<file path="src/dbg_decode_pkg.sv">
// package with address layout, configuration limits and carrier structs for the debug decoder
package dbg_decode_pkg;

	// ----------------------------------------------------------------
	// address layout
	// ----------------------------------------------------------------
	localparam int MAX_CORES = 4;
	localparam int CORE_IDX_W = 2;
	localparam int OFFSET_W = 12;                  // 4KB component window
	localparam int AREA_BIT = 12;                  // area select bit
	localparam int CORE_LSB = 13;                  // lowest core select bit
	localparam int ADDR_W_ONE = 13;                // one core
	localparam int ADDR_W_TWO = 14;                // two cores
	localparam int ADDR_W_MAX = 15;                // three or four cores
	localparam int AREA_DEBUG = 0;
	localparam int AREA_PERF = 1;

	// ----------------------------------------------------------------
	// reset values
	// ----------------------------------------------------------------
	localparam logic [MAX_CORES-1:0] SEL_RESET = 4'h0;
	localparam logic [OFFSET_W-1:0] OFFSET_RESET = 12'h000;

	// ----------------------------------------------------------------
	// carriers
	// ----------------------------------------------------------------
	// one apb access as seen on the shared debug port
	typedef struct packed {
		logic sel;
		logic enable;
		logic write;
		logic [ADDR_W_MAX-1:0] addr;
		logic [31:0] wdata;
	} apb_req_s;

	// one apb access as routed to one core component
	typedef struct packed {
		logic enable;
		logic write;
		logic [OFFSET_W-1:0] offset;
		logic [31:0] wdata;
	} comp_req_s;

	// answer from a component or from the port
	typedef struct packed {
		logic ready;
		logic slverr;
		logic [31:0] rdata;
	} apb_rsp_s;

endpackage

</file>
<file path="src/debug_apb_core_decoder.sv">
// shared debug apb port decoder that fans accesses out to per-core components
`timescale 1ns/100ps
// Notes on behaviour
// RULE1 - each core has debug and perf 4KB components in one 8KB slice
// RULE2 - one shared debug apb slave port reaches all cores
// RULE3 - port spans 8 to 32KB by core count, answers only when selected
// RULE4 - one core: 13 address bits, bit 12 picks area
// RULE5 - bit 12 zero is debug area, one is perf area
// RULE6 - two cores: 14 address bits, bit 13 picks the core
// RULE7 - three or four cores: 15 bits, bits 14:13 pick core
// RULE8 - master never selects bits 14:13 of 11 with three cores
// RULE9 - four cores: bits 14:13 of 11 pick core 3
// RULE10 - every core's debug interface is brought out separately
// RULE11 - no halt trigger, power-up flag or os lock init at cluster
// RULE12 - bits 11:0 pass unchanged, unselected components see nothing
module debug_apb_core_decoder #(
	parameter int NUM_CORES = 4
) (
	input wire logic clk,
	input wire logic rst_n,
	input wire dbg_decode_pkg::apb_req_s debug_port_req,
	output dbg_decode_pkg::apb_rsp_s debug_port_rsp,
	output dbg_decode_pkg::comp_req_s comp_req,
	output logic [dbg_decode_pkg::MAX_CORES-1:0] debug_comp_sel,
	output logic [dbg_decode_pkg::MAX_CORES-1:0] perf_comp_sel,
	input wire dbg_decode_pkg::apb_rsp_s [dbg_decode_pkg::MAX_CORES-1:0] debug_comp_rsp,
	input wire dbg_decode_pkg::apb_rsp_s [dbg_decode_pkg::MAX_CORES-1:0] perf_comp_rsp
);

	// ----------------------------------------------------------------
	// address width by configuration
	// ----------------------------------------------------------------
	// RULE4 one core width
	// RULE6 two core width
	// RULE7 three four width
	localparam int ADDR_W = (NUM_CORES <= 1) ? dbg_decode_pkg::ADDR_W_ONE :
		(NUM_CORES == 2) ? dbg_decode_pkg::ADDR_W_TWO : dbg_decode_pkg::ADDR_W_MAX;
	localparam logic [dbg_decode_pkg::ADDR_W_MAX-1:0] ADDR_MASK =
		15'((32'h1 << ADDR_W) - 32'h1);

	// ----------------------------------------------------------------
	// helpers
	// ----------------------------------------------------------------
	// pick the response of the one selected component
	function automatic dbg_decode_pkg::apb_rsp_s pick_rsp(
		input logic [dbg_decode_pkg::MAX_CORES-1:0] dsel,
		input logic [dbg_decode_pkg::MAX_CORES-1:0] psel,
		input dbg_decode_pkg::apb_rsp_s [dbg_decode_pkg::MAX_CORES-1:0] drsp,
		input dbg_decode_pkg::apb_rsp_s [dbg_decode_pkg::MAX_CORES-1:0] prsp
	);
		dbg_decode_pkg::apb_rsp_s r;
		r = '0;
		for (int i = 0; i < dbg_decode_pkg::MAX_CORES; i++) begin
			if (dsel[i]) begin
				r = drsp[i];
			end
			if (psel[i]) begin
				r = prsp[i];
			end
		end
		return r;
	endfunction

	// ----------------------------------------------------------------
	// decode
	// ----------------------------------------------------------------
	// address bits above the configured width are ignored
	wire logic [dbg_decode_pkg::ADDR_W_MAX-1:0] addr_used = debug_port_req.addr & ADDR_MASK;
	wire logic [dbg_decode_pkg::MAX_CORES-1:0] dsel_now;
	wire logic [dbg_decode_pkg::MAX_CORES-1:0] psel_now;
	wire logic hole_now;

	// RULE9 four core decode
	// RULE3 select gated decode
	dbg_target_select #(
		.NUM_CORES(NUM_CORES)
	) u_select (
		.sel(debug_port_req.sel),
		.addr(addr_used),
		.debug_sel(dsel_now),
		.perf_sel(psel_now),
		.hole(hole_now)
	);

	// ----------------------------------------------------------------
	// registered access state
	// ----------------------------------------------------------------
	// one access is latched at setup and held until its answer returns
	typedef enum logic [1:0] {
		ST_IDLE,
		ST_ACCESS,
		ST_DONE
	} phase_e;

	phase_e phase_reg;
	phase_e phase_next;
	logic [dbg_decode_pkg::MAX_CORES-1:0] dsel_reg;
	logic [dbg_decode_pkg::MAX_CORES-1:0] psel_reg;
	logic hole_reg;
	dbg_decode_pkg::comp_req_s comp_reg;
	dbg_decode_pkg::apb_rsp_s rsp_reg;

	wire dbg_decode_pkg::apb_rsp_s sel_rsp = pick_rsp(dsel_reg, psel_reg,
		debug_comp_rsp, perf_comp_rsp);
	wire logic setup = debug_port_req.sel && !debug_port_req.enable;
	wire logic comp_done = (phase_reg == ST_ACCESS) && (hole_reg || sel_rsp.ready);

	// phase sequencing
	always_comb begin
		phase_next = phase_reg;
		case (phase_reg)
			ST_IDLE: begin
				if (setup) begin
					phase_next = ST_ACCESS;
				end
			end
			ST_ACCESS: begin
				if (comp_done) begin
					phase_next = ST_DONE;
				end
			end
			ST_DONE: begin
				phase_next = ST_IDLE;
			end
			default: begin
				phase_next = ST_IDLE;
			end
		endcase
	end

	// RULE2 single port state
	always_ff @(posedge clk) begin
		if (!rst_n) begin
			phase_reg <= ST_IDLE;
		end else begin
			phase_reg <= phase_next;
		end
	end

	// RULE12 offset pass through
	always_ff @(posedge clk) begin
		if (!rst_n) begin
			dsel_reg <= dbg_decode_pkg::SEL_RESET;
			psel_reg <= dbg_decode_pkg::SEL_RESET;
			hole_reg <= 1'b0;
			comp_reg <= '0;
		end else if (phase_reg == ST_IDLE && setup) begin
			dsel_reg <= dsel_now;
			psel_reg <= psel_now;
			hole_reg <= hole_now;
			comp_reg.enable <= 1'b1;
			comp_reg.write <= debug_port_req.write;
			comp_reg.offset <= debug_port_req.addr[dbg_decode_pkg::OFFSET_W-1:0];
			comp_reg.wdata <= debug_port_req.wdata;
		end else if (comp_done) begin
			dsel_reg <= dbg_decode_pkg::SEL_RESET;
			psel_reg <= dbg_decode_pkg::SEL_RESET;
			hole_reg <= 1'b0;
			comp_reg.enable <= 1'b0;
			comp_reg.offset <= dbg_decode_pkg::OFFSET_RESET;
		end
	end

	// RULE3 answer only selected
	always_ff @(posedge clk) begin
		if (!rst_n) begin
			rsp_reg <= '0;
		end else if (comp_done) begin
			rsp_reg.ready <= 1'b1;
			rsp_reg.slverr <= hole_reg ? 1'b1 : sel_rsp.slverr;
			rsp_reg.rdata <= hole_reg ? 32'h0 : sel_rsp.rdata;
		end else begin
			rsp_reg <= '0;
		end
	end

	// ----------------------------------------------------------------
	// outputs
	// ----------------------------------------------------------------
	// RULE1 two components per core
	// RULE10 per core ports
	// RULE11 omitted cluster pins
	assign comp_req = comp_reg;
	assign debug_comp_sel = dsel_reg;
	assign perf_comp_sel = psel_reg;
	assign debug_port_rsp = rsp_reg;

endmodule

</file>
<file path="src/dbg_target_select.sv">
// combinational decode of the debug port address into a component select
`timescale 1ns/100ps
module dbg_target_select #(
	parameter int NUM_CORES = 4
) (
	input wire logic sel,
	input wire logic [dbg_decode_pkg::ADDR_W_MAX-1:0] addr,
	output logic [dbg_decode_pkg::MAX_CORES-1:0] debug_sel,
	output logic [dbg_decode_pkg::MAX_CORES-1:0] perf_sel,
	output logic hole
);

	// ----------------------------------------------------------------
	// field extraction
	// ----------------------------------------------------------------
	// upper core bits only exist in the wider configurations
	wire logic area = addr[dbg_decode_pkg::AREA_BIT];
	wire logic [1:0] core_bits = (NUM_CORES <= 1) ? 2'h0 :
		(NUM_CORES == 2) ? {1'b0, addr[dbg_decode_pkg::CORE_LSB]} :
		addr[dbg_decode_pkg::CORE_LSB +: dbg_decode_pkg::CORE_IDX_W];
	wire logic core_valid = {30'h0, core_bits} < NUM_CORES;
	wire logic [dbg_decode_pkg::MAX_CORES-1:0] core_hot =
		core_valid ? (4'h1 << core_bits) : 4'h0;

	// ----------------------------------------------------------------
	// select outputs
	// ----------------------------------------------------------------
	// RULE5 area by bit 12
	assign debug_sel = (sel && area == 1'b0) ? core_hot : 4'h0;
	assign perf_sel = (sel && area == 1'b1) ? core_hot : 4'h0;
	// RULE8 empty slot reached
	assign hole = sel && !core_valid;

endmodule

</file>
<file path="config.mk">
export PLATFORM = sky130hd
export DESIGN_NAME = debug_apb_core_decoder
export DESIGN_NICKNAME = d
export VERILOG_FILES = /design/src/dbg_decode_pkg.sv /design/src/debug_apb_core_decoder.sv /design/src/dbg_target_select.sv
export SDC_FILE = /design/constraint.sdc
export NUM_CORES = 1
export LEC_CHECK = 0
export BUFFER_PORTS_ARGS = -buffer_cell sky130_fd_sc_hd__clkbuf_2
export CORE_AREA = 5 5 155 157
export DETAILED_ROUTE_END_ITERATION = 8
export DIE_AREA = 0 0 160 162
export GPL_ROUTABILITY_DRIVEN = 0
export PLACE_DENSITY = 0.47
export SLEW_MARGIN = 5
export SYNTH_ARGS = -nofsm -noshare
export SYNTH_HDL_FRONTEND = slang
export SYNTH_SLANG_ARGS = --single-unit
</file>
<file path="constraint.sdc">
create_clock -name clk -period 3.56 [get_ports clk]
set_input_delay 1.068 -clock clk [delete_from_list [all_inputs] [get_ports clk]]
set_output_delay 1.068 -clock clk [all_outputs]
set_load 0.01 [all_outputs]
</file>
==> qor.yml <==
status: "complete, no violations"
crit_buf_inv: 2
dr.pass1.iters: 5
p_seq_share_pct: 42.7
synth_area_um2: 4736
cts_buffer_depth: 2
synth.area.top_cells: "dfxtp_1 38%, o22ai_1 9.0%, nor3_1 7.1%"
rows: 55
worst_slack_ps: 888.0
p_sw_mw: 0.7116
synth_flop_cell: "dfxtp_1"
synthTopCellsByCount: "90 x dfxtp_1, 88 x nand2_1, 68 x o22ai_1, 67 x nor3_1, 57 x clkbuf_1"
max-slew-margin-rel_pct: 47.19
hold_viol_final: 0
cts_resized: 0
layout-drive-gt1-share_pct: 46.72
drt-total-wl_um: 27110
synthToLayoutAreaGrowth_pct: 54.98
grt_pass1_vias: 6363
skew_ps: 13.14
max_freq_mhz: 374.2
critPathCaptureType: "flip-flop"
top_usage_layer: "met2"
p_comb_share_pct: 17.2
synthXorXnorAreaFrac_pct: 0
yosysTopAreaCell: "dfxtp_1"
min_path_type: "reg -> reg"
cts_setup_buffers: 0
yosysTopAreaCellShare_pct: 38.04
nets: 1310
ys_async_sr_fraction_pct: 0
avgSynthCellArea_um2: 7.751
powerDensity_nw_per_um2: 337.9
cts_tree: "done"
grt.met2_usage_pct: 32.27
antenna_found_initial: 2
crit_type: "reg -> reg"
worstPathCellList: "inv_1, o22ai_1, nor3_1, a2111oi_0, buf_4, nor3_1"
ir_drop_uv: 197.4
vias: 6348
io_pins: 412
die_w_um: 160
routedWlPerCell_um: 21.22
grt_pass1_wl_um: 39150
rsz0062_at_grt: "no"
worst_pin_slew_ps: 772.2
largest_reg_flops: 46
dp_hpwl_um: 21010
portBuffers: 411
clk_latency_ps: 350
dp.cells: 1260
yosys.area_share.simple_pct: 20.71
p_leak_nw: 3.389
synth_edf_count: 0
worst_path_largest_cell_delay_ps: 740
finalSetupTns_ps: 0
clock-sinks: 90
grtUsageMet3_pct: 7.232
slowest_stage: "dfxtp_2"
slew_violations: 0
p_int_mw: 1.768
start_util_pct: 21.17
cts_root_buf: "clkbuf_16"
synth_compound_area_share_pct: 34.08
post_synth_num_cell_types: 36
synth_warnings: 0
synth_nets: 935
dieArea_um2: 25920
hold_slack_ps: 453.4
ys_ff_latch: 90
crit_family: "compound AO/OA/AOI/OAI gates"
critPathMostFrequentCell: "nor3_1"
via_per_inst: 4.967
yosysMostFrequentCell: "dfxtp_1"
stdcell_count: 1278
grt-ovfl-total: 0
grt_usage_pct: 19.52
post-route-period-util_pct: 75.06
fin_crit_ps: 2672
yosys.area_share.adder_pct: 0
coreArea_um2: 22370
cp_max_fo: 25
fin_util_pct: 32.82
clockPowerShare_pct: 40.1
numCtsBuffers: 9
critical_path_arrival_ps: 2890
p_sw_share_pct: 28.70
htreeDepth: 3
n_fill_cell: 2522
synth_top_family_by_area: "compound AO/OA/AOI/OAI gates"
final-setup-viol-count: 0
drt-initial-drc-count: 303
synthMuxAreaShare_pct: 0.2114
remaining_drc_errors: 0
netlist_instances: 611
critical_path_required_ps: 3780
clkSlewWorstSetupHoldPaths_ps: 70
cp-start-kind: "flip-flop"
die_h_um: 162
grt_max_degree: 40
final_antenna_net_count: 0
place_ws_ps: 699.7
cap_violations: 0
ctsHoldBuffers: 0
ys_seq_area_share_pct: 38.04
grtUsageMet1_pct: 24.06
kinds of logic (layout without fill, tap and decap cells):
logic type      Yosys count  in the layout
other cells               0              2
mux                       1              1
flops                    90             90
simple gates            216            216
compound gates          228            228
buf+inv                  76            456
path summary, 6_finish.rpt:
path / from / end / slack, ps / cells after the start
worst max register to register: debug_comp_sel[2] / debug_port_rsp[0] / 890 / 6
worst min register to register: comp_req[45] / comp_req[45] / 450 / 2
worst min-delay path: comp_req[45] / comp_req[45] / 450 / 2
worst max-delay path: debug_comp_sel[2] / debug_port_rsp[0] / 890 / 6
power groups by stage:
stage | Clock (mW) | Sequential (mW) | Combinational (mW)
after floorplan | 0 | 1.09 | 0.150
after global placement | 0 | 1.08 | 0.431
after detailed placement | 0 | 1.08 | 0.429
after CTS | 1.04 | 1.06 | 0.431
after global routing | 1.08 | 1.06 | 0.470
final | 0.994 | 1.06 | 0.426
area by class of cell:
type                            instances  area (µm²)  share of cell area [%]
Tap cell                              285       356.6                   4.859
Inverter                                7       26.28                  0.3580
Timing Repair Buffer                  433        2222                   30.28
Antenna cell                            2       5.005                 0.06819
Clock buffer                           10       239.0                   3.256
Clock inverter                          6       65.06                  0.8865
Multi-Input combinational cell        445        2619                   35.68
Sequential cell                        90        1807                   24.62
metal layers:
layer	share of wire (%)	vias up
li1	-	3101
met1	41	2885
met2	47	326
met3	9.2	36
met4	2.2	0
met5	0	-
worst reg2reg max path: stages, from the launching register on:
cell	delay, ps
dfxtp_2	740
inv_1	540
o22ai_1	250
nor3_1	70
a2111oi_0	700
buf_4	220
nor3_1	40
placed cells by master (no fill, tap or decap), types with 5 or more instances in the layout:
master,n
dfxtp_1,86
a221oi_1,33
clkbuf_2,411
o22ai_1,68
nor3_1,67
clkbuf_16,9
o32ai_1,5
nor2_1,33
a21oi_1,34
buf_4,22
nand2_1,88
nand3_1,12
o21ai_0,12
a2111oi_0,33
a22oi_1,33
metrics by stage:
stage	total power, mW	cell area (µm²)
2_1_floorplan	1.239	4736
3_3_place_gp	1.513	7030
3_5_place_dp	1.512	7030
4_1_cts	2.529	7335
5_1_grt	2.617	7340
6_report	2.480	7340
Power figures use the tool's default switching activity.
